File: config.mk
export PLATFORM = sky130hd
export DESIGN_NAME = cfg_regs
export DESIGN_NICKNAME = d
export VERILOG_FILES = /design/src/include/cfg_regs_pkg.sv /design/src/cfg_regs.sv
export SDC_FILE = /design/constraint.sdc
export NUM_CORES = 1
export LEC_CHECK = 0
export ABC_AREA = 1
export BUFFER_PORTS_ARGS = -buffer_cell sky130_fd_sc_hd__buf_2
export CORE_MARGIN = 4
export CORE_UTILIZATION = 30
export DETAILED_ROUTE_END_ITERATION = 16
export PLACE_DENSITY = 0.56
export REMOVE_ABC_BUFFERS = 1
export SYNTH_ARGS = -nofsm -noshare
export SYNTH_HDL_FRONTEND = slang
export SYNTH_SLANG_ARGS = --single-unit
File: constraint.sdc
create_clock -name clk_sys -period 1.7 [get_ports clk_sys]
set_clock_uncertainty 0.1 [all_clocks]
set_input_delay 0.255 -clock clk_sys [delete_from_list [all_inputs] [get_ports clk_sys]]
set_output_delay 0.255 -clock clk_sys [all_outputs]
set_load 0.02 [all_outputs]
File: src/include/cfg_regs_pkg.sv
// package: field layout, reset values and command codes of the
// function and read parameter registers.
// assumes: an upstream command decoder hands over opcodes and data bytes.
package cfg_regs_pkg;

  // ********************************************************
  // field positions
  // ********************************************************
  localparam int FN_RST_DIS_BIT = 0;
  localparam int FN_TBS_BIT     = 1;
  localparam int FN_PROGRAM_SUSPENDED_FLAG_BIT    = 2;
  localparam int FN_ERASE_SUSPENDED_FLAG_BIT    = 3;
  localparam int FN_IRL_LSB     = 4;
  localparam int FN_IRL_MSB     = 7;
  localparam int RP_ROLE_BIT    = 7;
  localparam int RP_DUMMY_MSB   = 6;
  localparam int RP_DUMMY_LSB   = 3;
  localparam int RP_WRAP_BIT    = 2;
  localparam int RP_BURST_MSB   = 1;
  localparam int RP_BURST_LSB   = 0;

  // ********************************************************
  // reset values and command codes
  // ********************************************************
  localparam logic [7:0] FN_RESET_VAL  = 8'h00;
  localparam logic [7:0] RP_RESET_VAL  = 8'h00;
  localparam logic [7:0] CMD_WR_FUNC   = 8'h42;
  localparam logic [7:0] CMD_SRP_PERS  = 8'h65;
  localparam logic [7:0] CMD_SRP_WORK0 = 8'hc0;
  localparam logic [7:0] CMD_SRP_WORK1 = 8'h63;
  localparam logic [3:0] DUMMY_DEFAULT = 4'h0;

  // burst length encodings in bytes
  localparam logic [6:0] BURST_8  = 7'h08;
  localparam logic [6:0] BURST_16 = 7'h10;
  localparam logic [6:0] BURST_32 = 7'h20;
  localparam logic [6:0] BURST_64 = 7'h40;

  // register write request from the command decoder
  typedef struct packed {
    logic       valid;
    logic [7:0] opcode;
    logic [7:0] data;
  } reg_wr_t;

  // decoded read behaviour
  typedef struct packed {
    logic [3:0] dummy_cycles;
    logic       use_default_dummy;
    logic       wrap_in_burst;
    logic [6:0] burst_bytes;
  } read_cfg_t;

  // shared hold/reset pin roles
  typedef enum logic [1:0] {
    PIN_HOLD  = 2'b00,
    PIN_RESET = 2'b01,
    PIN_DATA3 = 2'b10
  } pin_role_t;

endpackage

File: src/cfg_regs.sv
// file: function register and read parameter register pair of a
// serial flash, with derived pin roles and read behaviour.
// assumes: commands are already decoded and write enable checked;
// suspend/resume events come from the program/erase controller.
`timescale 1ns/1ps

// ********************************************************
// suspend status flag
// ********************************************************
// set by a suspend event and cleared by the matching resume;
// shared by the program and the erase flag
module suspend_flag #(
  parameter logic RESET_VAL = 1'b0
)(
  // clock and reset
  input  wire logic clk_sys,
  input  wire logic resetn,
  // events from the program/erase controller
  input  wire logic set_evt,
  input  wire logic clr_evt,
  // flag state
  output logic      flag_q
);

  // set wins over clear, so a resume racing a suspend cannot hide it
  always_ff @(posedge clk_sys) begin
    if (!resetn) begin
      flag_q <= RESET_VAL;
    end else if (set_evt) begin
      flag_q <= 1'b1;
    end else if (clr_evt) begin
      flag_q <= 1'b0;
    end
  end

endmodule

module cfg_regs
  import cfg_regs_pkg::*;
#(
  parameter logic RST_DIS_DEFAULT = 1'b0
)(
  // clock and reset
  input  wire logic      clk_sys,
  input  wire logic      resetn,
  // power-up load from the persistent store
  input  wire logic      nv_load,
  input  wire logic [7:0] nv_fn_val,
  input  wire logic [7:0] nv_rp_val,
  // decoded register writes
  input  wire reg_wr_t   reg_wr,
  // suspend and resume events
  input  wire logic      prog_suspend,
  input  wire logic      prog_resume,
  input  wire logic      erase_suspend,
  input  wire logic      erase_resume,
  // mode inputs
  input  wire logic      quad_lines_enable,
  input  wire logic      four_wire_command_mode,
  // row program request check
  input  wire logic [1:0] ir_row_sel,
  // register readback
  output logic [7:0]     func_reg,
  output logic [7:0]     read_param_work,
  output logic [7:0]     read_param_pers,
  // derived controls
  output logic           ir_program_refused,
  output logic           protect_from_bottom,
  output pin_role_t      shared_pin_role,
  output logic           wp_pin_is_data2,
  output read_cfg_t      read_cfg
);

  // ********************************************************
  // elaboration checks
  // ********************************************************
  // every field must sit inside its register byte
  if (FN_IRL_MSB >= $bits(func_reg) ||
      RP_ROLE_BIT >= $bits(read_param_work)) begin : g_chk_span
    $error("register field placed outside its byte");
  end
  // one lock bit for each row that the row index can name
  if (FN_IRL_MSB - FN_IRL_LSB + 1 !=
      2 ** $bits(ir_row_sel)) begin : g_chk_rows
    $error("lock field does not match the row index");
  end
  // dummy field must fit the decoded dummy count
  if (RP_DUMMY_MSB - RP_DUMMY_LSB + 1 !=
      $bits(DUMMY_DEFAULT)) begin : g_chk_dummy
    $error("dummy field width does not match the decode");
  end
  // burst decode covers exactly four codes
  if (RP_BURST_MSB - RP_BURST_LSB != 1) begin : g_chk_burst
    $error("burst field must be two bits wide");
  end
  // flags sit below the locks, wrap below the dummy count
  if (FN_ERASE_SUSPENDED_FLAG_BIT >= FN_IRL_LSB ||
      RP_WRAP_BIT >= RP_DUMMY_LSB) begin : g_chk_order
    $error("register fields overlap");
  end

  // ********************************************************
  // function register
  // ********************************************************
  logic [7:0] fn_q;
  logic [7:0] fn_d;
  logic [7:0] rp_work_q;
  logic [7:0] rp_pers_q;
  logic       wr_fn;
  logic       wr_pers;
  logic       wr_work;
  logic       program_suspended_flag_q;
  logic       erase_suspended_flag_q;

  assign wr_fn   = reg_wr.valid && (reg_wr.opcode == CMD_WR_FUNC);
  assign wr_pers = reg_wr.valid && (reg_wr.opcode == CMD_SRP_PERS);
  assign wr_work = reg_wr.valid && ((reg_wr.opcode == CMD_SRP_WORK0) ||
                   (reg_wr.opcode == CMD_SRP_WORK1));

  // otp bits only accumulate ones; or-ing never clears a set bit
  always_comb begin
    fn_d = fn_q;
    if (wr_fn) begin
      fn_d[FN_IRL_MSB:FN_IRL_LSB] = fn_q[FN_IRL_MSB:FN_IRL_LSB] |
        reg_wr.data[FN_IRL_MSB:FN_IRL_LSB];
      fn_d[FN_TBS_BIT] = fn_q[FN_TBS_BIT] |
        reg_wr.data[FN_TBS_BIT];
      fn_d[FN_RST_DIS_BIT] = fn_q[FN_RST_DIS_BIT] |
        reg_wr.data[FN_RST_DIS_BIT];
    end
  end

  // otp part of the function register; suspend bits are kept apart
  always_ff @(posedge clk_sys) begin
    if (!resetn) begin
      fn_q <= FN_RESET_VAL;
    end else if (nv_load) begin
      fn_q <= nv_fn_val | {7'h00, RST_DIS_DEFAULT};
    end else begin
      fn_q <= fn_d;
    end
  end

  // program suspend flag; set wins over resume in the same cycle
  suspend_flag #(
    .RESET_VAL (FN_RESET_VAL[FN_PROGRAM_SUSPENDED_FLAG_BIT])
  ) prog_flag (
    .clk_sys (clk_sys),
    .resetn  (resetn),
    .set_evt (prog_suspend),
    .clr_evt (prog_resume),
    .flag_q  (program_suspended_flag_q)
  );

  // erase suspend flag; host writes never reach it
  suspend_flag #(
    .RESET_VAL (FN_RESET_VAL[FN_ERASE_SUSPENDED_FLAG_BIT])
  ) erase_flag (
    .clk_sys (clk_sys),
    .resetn  (resetn),
    .set_evt (erase_suspend),
    .clr_evt (erase_resume),
    .flag_q  (erase_suspended_flag_q)
  );

  // readback merges otp and volatile fields
  always_ff @(posedge clk_sys) begin
    if (!resetn) begin
      func_reg <= FN_RESET_VAL;
    end else begin
      func_reg                 <= fn_q;
      func_reg[FN_PROGRAM_SUSPENDED_FLAG_BIT]    <= program_suspended_flag_q;
      func_reg[FN_ERASE_SUSPENDED_FLAG_BIT]    <= erase_suspended_flag_q;
    end
  end

  // ********************************************************
  // read parameter register pair
  // ********************************************************

  // persistent copy, changed only by its own command
  always_ff @(posedge clk_sys) begin
    if (!resetn) begin
      rp_pers_q <= RP_RESET_VAL;
    end else if (nv_load) begin
      rp_pers_q <= nv_rp_val;
    end else if (wr_pers) begin
      rp_pers_q <= reg_wr.data;
    end
  end

  // working copy, loaded from the persistent value at power-up
  always_ff @(posedge clk_sys) begin
    if (!resetn) begin
      rp_work_q <= RP_RESET_VAL;
    end else if (nv_load) begin
      rp_work_q <= nv_rp_val;
    end else if (wr_work) begin
      rp_work_q <= reg_wr.data;
    end
  end

  // register readback
  always_ff @(posedge clk_sys) begin
    if (!resetn) begin
      read_param_work <= RP_RESET_VAL;
      read_param_pers <= RP_RESET_VAL;
    end else begin
      read_param_work <= rp_work_q;
      read_param_pers <= rp_pers_q;
    end
  end

  // ********************************************************
  // derived behaviour
  // ********************************************************
  pin_role_t role_d;
  read_cfg_t cfg_d;
  logic      quad_pins;

  assign quad_pins = quad_lines_enable || four_wire_command_mode;

  // shared pin role from quad mode, reset disable and bit 7
  always_comb begin
    if (quad_pins) begin
      role_d = PIN_DATA3;
    end else if (!fn_q[FN_RST_DIS_BIT]) begin
      role_d = PIN_HOLD;
    end else if (rp_work_q[RP_ROLE_BIT]) begin
      role_d = PIN_RESET;
    end else begin
      role_d = PIN_HOLD;
    end
  end

  // read behaviour decoded from the working copy only
  always_comb begin
    cfg_d.dummy_cycles      = rp_work_q[RP_DUMMY_MSB:RP_DUMMY_LSB];
    cfg_d.use_default_dummy = (rp_work_q[RP_DUMMY_MSB:RP_DUMMY_LSB] ==
                               DUMMY_DEFAULT);
    cfg_d.wrap_in_burst     = rp_work_q[RP_WRAP_BIT];
    unique case (rp_work_q[RP_BURST_MSB:RP_BURST_LSB])
      2'b00: cfg_d.burst_bytes = BURST_8;
      2'b01: cfg_d.burst_bytes = BURST_16;
      2'b10: cfg_d.burst_bytes = BURST_32;
      2'b11: cfg_d.burst_bytes = BURST_64;
    endcase
  end

  // one lock bit per information row, picked by the row index
  logic [FN_IRL_MSB-FN_IRL_LSB:0] row_locked;

  for (genvar r = 0; r <= FN_IRL_MSB - FN_IRL_LSB; r++) begin : g_row
    assign row_locked[r] = fn_q[FN_IRL_LSB + r];
  end

  // shared and write-protect pin roles
  always_ff @(posedge clk_sys) begin
    if (!resetn) begin
      shared_pin_role <= PIN_HOLD;
      wp_pin_is_data2 <= 1'b0;
    end else begin
      shared_pin_role <= role_d;
      wp_pin_is_data2 <= quad_lines_enable;
    end
  end

  // protection side and row refusal follow the otp bits
  always_ff @(posedge clk_sys) begin
    if (!resetn) begin
      protect_from_bottom <= 1'b0;
      ir_program_refused  <= 1'b0;
    end else begin
      protect_from_bottom <= fn_q[FN_TBS_BIT];
      ir_program_refused  <= row_locked[ir_row_sel];
    end
  end

  // read behaviour; persistent writes wait for the next power-up load
  always_ff @(posedge clk_sys) begin
    if (!resetn) begin
      read_cfg <= '0;
    end else begin
      read_cfg <= cfg_d;
    end
  end

endmodule

; ---- Word level (Yosys, flattened, before mapping)
; Index checks and enable logic that the tools add are counted.
[classes]
order_cmp = 1
n_eq_ne = 7
mux = 17
n_bitwise = 5
n_reduce_logical = 13
[op_table]
columns = op, count
row1 = 2-to-1 mux 8 bit, 5
row2 = case mux 7 bit (4 select lines), 1
row3 = "equality test 8 x 7 -> 1 bit, second input constant", 3
row4 = nonzero test 2 bit, 5
row5 = "equality test 8 bit, second input constant", 1
row6 = 2-to-1 mux 1 bit, 7
row7 = "equality test 2 bit, second input constant", 2
row8 = logical NOT 4 bit, 1
row9 = 2-to-1 mux 2 bit, 2
row10 = 2-to-1 mux 4 bit, 1
row11 = OR 4 bit, 1
row12 = logical AND 1 bit, 3
row13 = "less-than comparator 2 x 3 -> 1 bit, second input constant", 1
row14 = OR reduction 3 bit, 1
row15 = binary-select mux 1 bit (select 2 bit), 1
row16 = "equality test 2 x 1 -> 1 bit, second input constant", 1
row17 = logical NOT 2 bit, 1
row18 = logical OR 1 bit, 2
row19 = inverter 1 bit, 2
row20 = OR 1 bit, 2
[totals]
reg_bits = 68
output_inout_bits = 42
elab_cells = 61

; ---- Logic depth before layout (Yosys ltp)
[logic_depth]
ltp_word = 5
mapped_depth = 10
mapped_depth_nobuf = 9

; ---- Hierarchy
; From an unflattened synthesis, not the netlist that was laid out.
[unflattened]
hier_cells = 305
hier_area_um2 = 2308.5
[modules_own_cells]
columns = module, instances, cells_per_inst, area_per_inst_um2
row1 = cfg_regs, 1, 293, 2220.9
row2 = suspend_flag, 2, 6, 43.8

; ---- Worst setup path after synthesis
; No wires, ideal clock.
[synth_path]
kind = input to register
startpoint = input reg_wr[15] (netlist name)
endpoint = register rp_pers_q[2]
arrival_ns = 1.002
required_time_ns = 1.489
path_slack_ns = 0.487
cell_stages = 8
n_path_buf = 1
path_cell_list = inv_1 > nand2_2 > nor2_4 > nand4_4 > and2_4 > buf_6 > nor2_2 > nor2_1
[synth_between]
elab_chain_len = 3
[synth_rtl]
columns = element, line
row1 = from (decl), cfg_regs.sv:51  ; input wire reg_wr_t reg_wr,
row2 = equality test 8 x 7 -> 1 bit, cfg_regs.sv:116  ; assign wr_pers = reg_wr.valid && (reg_wr.opcode == CMD_SRP_PERS);
row3 = logical AND 1 bit, cfg_regs.sv:116
row4 = nonzero test 2 bit (no source line), -
row5 = to (signal assigned), cfg_regs.sv:186  ; rp_pers_q <= nv_rp_val;
row6 = to (signal assigned), cfg_regs.sv:188  ; rp_pers_q <= reg_wr.data;
row7 = to (decl), cfg_regs.sv:108  ; logic [7:0] rp_pers_q;
; Every way passes these cells.
; A chain may end at the register's enable or synchronous reset.

; ---- Final worst setup path
[layout_path]
startpoint = input four_wire_command_mode
endpoint = register shared_pin_role[0]
[layout_between]
elab_chain_len = 2
[layout_rtl]
columns = element, line
row1 = from (decl), cfg_regs.sv:59  ; input wire logic four_wire_command_mode,
row2 = logical OR 1 bit, cfg_regs.sv:221  ; assign quad_pins = quad_lines_enable || four_wire_command_mode;
row3 = OR reduction 3 bit (no source line), -
row4 = to (signal assigned), cfg_regs.sv:263  ; shared_pin_role <= role_d;
row5 = to (decl), cfg_regs.sv:69  ; output pin_role_t shared_pin_role,
; Every way passes these cells.

==> flow_summary.html <==
<table>
<tr><th>Metric</th><th>Value</th></tr>
<tr><th colspan="2">Status</th></tr>
<tr><td>Outcome</td><td>finished clean</td></tr>
<tr><th colspan="2">Power and ir drop</th></tr>
<tr><td>Largest vdd supply drop</td><td>0.000851 V</td></tr>
<tr><td>Ratio of total power to cell area</td><td>1090 nW/um2</td></tr>
<tr><td>Leak Pwr</td><td>0.00168 uW</td></tr>
<tr><td>Power, Total</td><td>3270 uW</td></tr>
<tr><th colspan="2">Die</th></tr>
<tr><td>Core area</td><td>7330 um2</td></tr>
<tr><td>Chip Height</td><td>95.2 um</td></tr>
<tr><td>Number of top-level design ports</td><td>86</td></tr>
<tr><td>Die extent in x</td><td>95.2 um</td></tr>
<tr><td>DIE AREA</td><td>9070 um2</td></tr>
<tr><td>Effective utilization at floorplan</td><td>31.1%</td></tr>
<tr><td>Standard-cell rows</td><td>31</td></tr>
<tr><th colspan="2">Clock network</th></tr>
<tr><td>H-tree level count</td><td>3</td></tr>
<tr><td>Maximum buffer depth of the clock tree</td><td>2</td></tr>
<tr><td>Number of buffers added for setup after CTS</td><td>0</td></tr>
<tr><td>Root Driver</td><td>sky130_fd_sc_hd__clkbuf_8</td></tr>
<tr><td>Quantity of gates resized following cts</td><td>0</td></tr>
<tr><td>Clock latency on the worst-skew pair</td><td>0.32 ns</td></tr>
<tr><td>TritonCTS clock tree</td><td>built</td></tr>
<tr><td>Clock sink count</td><td>57</td></tr>
<tr><td>TritonCTS Buffers</td><td>9</td></tr>
<tr><td>Clock transition at path regs</td><td>0.06 ns</td></tr>
<tr><th colspan="2">Route</th></tr>
<tr><td>Drt total wl</td><td>5090 um</td></tr>
<tr><td>Mean routed wirelength per cell</td><td>10.5 um</td></tr>
<tr><td>Via count</td><td>1,974</td></tr>
<tr><td>Detailed-router iteration count before antenna repair</td><td>4</td></tr>
<tr><td>Remaining number of nets flagged by the antenna check after routing</td><td>0</td></tr>
<tr><td>DRC violation count after routing</td><td>0</td></tr>
<tr><td>Routed via count divided by cell count</td><td>4.07</td></tr>
<tr><td>Number of DRC markers in iteration 0</td><td>59</td></tr>
<tr><th colspan="2">Yosys</th></tr>
<tr><td>Mapped Area</td><td>2280 um2</td></tr>
<tr><td>Number of warning messages in the yosys log</td><td>0</td></tr>
<tr><td>Count of different cell masters after synthesis</td><td>25</td></tr>
<tr><td>Flip-flop and latch count after synthesis</td><td>57</td></tr>
<tr><td>Average cell area after synthesis</td><td>7.61 um2</td></tr>
<tr><td>Post-Syn Instances</td><td>300</td></tr>
<tr><td>Synth Flop Type</td><td>sky130_fd_sc_hd__dfxtp_1</td></tr>
<tr><td>Portion of the post-synthesis area used by sequential elements</td><td>50.0%</td></tr>
<tr><td>Number of enable flip-flop cells after synthesis</td><td>0</td></tr>
<tr><td>Proportion of register bits with asynchronous set or reset after synthesis</td><td>0%</td></tr>
<tr><th colspan="2">Placed design</th></tr>
<tr><td>Placed cells</td><td>465</td></tr>
<tr><td>HPWL after detailed placement</td><td>3730 um</td></tr>
<tr><td>RD Place Congestion</td><td>0.771</td></tr>
<tr><td>Number of I/O port buffers</td><td>80</td></tr>
<tr><th colspan="2">Global routing</th></tr>
<tr><td>Tot GR Track Use</td><td>12.1%</td></tr>
<tr><td>First-pass GRT wire length</td><td>8290 um</td></tr>
<tr><td>Number of global-route vias before repair</td><td>1,923</td></tr>
<tr><td>Pin count of the biggest net entering global routing</td><td>52</td></tr>
<tr><td>Antenna violations before repair</td><td>0</td></tr>
<tr><td>Remaining global-route overflow</td><td>0</td></tr>
<tr><th colspan="2">Layout</th></tr>
<tr><td>Multi-input gate area in the final layout</td><td>822 um2</td></tr>
<tr><td>Net count reported at finish</td><td>425</td></tr>
<tr><td>Sequential standard cell area</td><td>1140 um2</td></tr>
<tr><td>Layout cell share with drive strength beyond 1</td><td>30.8%</td></tr>
<tr><td>ANT cells</td><td>0</td></tr>
<tr><td>Filler cells</td><td>780</td></tr>
<tr><td>Area growth, synth to finish</td><td>31.2%</td></tr>
<tr><td>Final std cells w/o fill</td><td>485</td></tr>
<tr><th colspan="2">Setup path</th></tr>
<tr><td>Crit path capture</td><td>shared_pin_role[0]</td></tr>
<tr><td>R2R Setup Slk</td><td>0.38 ns</td></tr>
<tr><td>CP Launch Type</td><td>input pin</td></tr>
<tr><td>Worst endpoint required time</td><td>1.87 ns</td></tr>
<tr><td>Depth of the most critical reg-to-reg path</td><td>3</td></tr>
<tr><td>R2R Path Start</td><td>rp_work_q[7]</td></tr>
<tr><td>Worst Setup SP</td><td>four_wire_command_mode</td></tr>
<tr><td>Signal arrival time at the worst endpoint</td><td>1.73 ns</td></tr>
<tr><td>Largest driver fanout on the critical path</td><td>2</td></tr>
<tr><td>Element type at the critical path end</td><td>flop</td></tr>
<tr><td>Crit Path Category</td><td>in -&gt; reg</td></tr>
<tr><td>Critical R2R Capture</td><td>shared_pin_role[0]</td></tr>
<tr><th colspan="2">Timing</th></tr>
<tr><td>FMAX</td><td>640 MHz</td></tr>
<tr><td>Total of endpoints with negative setup slack in the final report</td><td>0</td></tr>
<tr><td>Setup repair after global routing missed its margin</td><td>false</td></tr>
<tr><td>Final clock period utilization by the worst path</td><td>91.9%</td></tr>
<tr><td>Min cycle time layout</td><td>1.56 ns</td></tr>
<tr><td>Hold Violations, Final</td><td>0</td></tr>
<tr><td>Accumulated negative setup slack</td><td>0 ns</td></tr>
<tr><td>Pins over their slew limit</td><td>0</td></tr>
<tr><th colspan="2">Hold path</th></tr>
<tr><td>Worst Hold Class</td><td>in -&gt; reg</td></tr>
<tr><th colspan="2">Flow run</th></tr>
<tr><td>Max-cap violations</td><td>0</td></tr>
</table>
## worst max-delay path: stages
cell and delay [ns]:
sky130_fd_sc_hd__dlygate4sd3_1 0.53, sky130_fd_sc_hd__buf_2 0.13, sky130_fd_sc_hd__nor4_1 0.25, sky130_fd_sc_hd__dlygate4sd3_1 0.57
## what timing repair did
action	in CTS	in global routing
hold buffers	3	1
endpoints found under the hold margin	2	1
setup endpoints to repair	0	0
## report_power, final
part           switching [uW]  total (uW)  internal (uW)
Sequential               31.9        1450           1420
Combinational             236         391            154
Clock                     525        1430            906
## cells by family after synthesis
logic type             synth area share [%]
buffers and inverters                  14.3
AO/OA/AOI/OAI                          6.69
AND/OR/NAND/NOR                        28.8
other                                 0.164
flip-flops                             50.0
## layout by cell type (no fill, tap or decap), types with 2 or more instances in the layout
cell and count:
sky130_fd_sc_hd__nand2_1 72, sky130_fd_sc_hd__nand2_2 3, sky130_fd_sc_hd__clkbuf_8 11, sky130_fd_sc_hd__buf_4 5
sky130_fd_sc_hd__inv_1 48, sky130_fd_sc_hd__nand3_2 2, sky130_fd_sc_hd__nor2_1 33, sky130_fd_sc_hd__buf_2 80
sky130_fd_sc_hd__a21oi_1 16, sky130_fd_sc_hd__nor3_1 3, sky130_fd_sc_hd__clkinvlp_4 2, sky130_fd_sc_hd__o21ai_1 4
sky130_fd_sc_hd__dlygate4sd3_1 4, sky130_fd_sc_hd__nor2_2 9, sky130_fd_sc_hd__o21ai_0 9, sky130_fd_sc_hd__nand3_1 7
sky130_fd_sc_hd__bufinv_16 2, sky130_fd_sc_hd__conb_1 3, sky130_fd_sc_hd__nand3b_1 8, sky130_fd_sc_hd__dfxtp_1 57
## layer usage
metal,vias to the layer above,GRT usage [%],routed length [um]
met5,-,0,0
met4,0,5.41,85
met3,10,5.05,381
met2,59,19.2,2340
met1,853,14.1,2290
li1,1052,-,-
## worst min-delay path by stage
stage / start / end / slack [ns] / depth (start not counted)
2_1_floorplan: four_wire_command_mode / shared_pin_role[0] / 0.23 / 1
3_3_place_gp: erase_flag.flag_q / func_reg[3] / 0.31 / 2
3_5_place_dp: rp_pers_q[7] / read_param_pers[7] / 0.32 / 2
4_1_cts: erase_resume / erase_flag.flag_q / 0.002 / 2
5_1_grt: prog_suspend / prog_flag.flag_q / 0.02 / 3
6_report: prog_suspend / prog_flag.flag_q / 0.02 / 3
## Yosys cell counts (4+ instances only)
master	count	area, um2
sky130_fd_sc_hd__inv_1	48	180
sky130_fd_sc_hd__clkbuf_1	5	18.8
sky130_fd_sc_hd__nor2_1	33	124
sky130_fd_sc_hd__buf_4	10	75.1
sky130_fd_sc_hd__nand2_1	72	270
sky130_fd_sc_hd__dfxtp_1	57	1140
sky130_fd_sc_hd__o21ai_0	9	45.0
sky130_fd_sc_hd__nand3_1	7	35.0
sky130_fd_sc_hd__nor2_2	9	56.3
sky130_fd_sc_hd__nand3b_1	8	60.1
sky130_fd_sc_hd__o21ai_1	4	20.0
sky130_fd_sc_hd__a21oi_1	16	80.1
## stage by stage
step | instance area, um2 | hold slack (ns) | utilization (%) | setup WS, ns
2_1_floorplan | 2140 | 0.232 | - | 0.259
3_3_place_gp | 2730 | 0.309 | 37.2 | 0.293
3_5_place_dp | 2730 | 0.317 | 37.2 | 0.299
4_1_cts | 2990 | 0.00150 | 40.7 | 0.179
5_1_grt | 3000 | 0.0200 | 40.9 | 0.129
6_report | 3000 | 0.0195 | 40.9 | 0.138
## final cells by class
class	instances	area share, %
Sequential cell	57	38.1
Multi-Input combinational cell	175	27.4
Timing Repair Buffer	90	16.6
Inverter	48	6.02
Clock buffer	12	5.18
Tap cell	99	4.14
Clock inverter	4	2.51
Power figures use the tool's default switching activity.
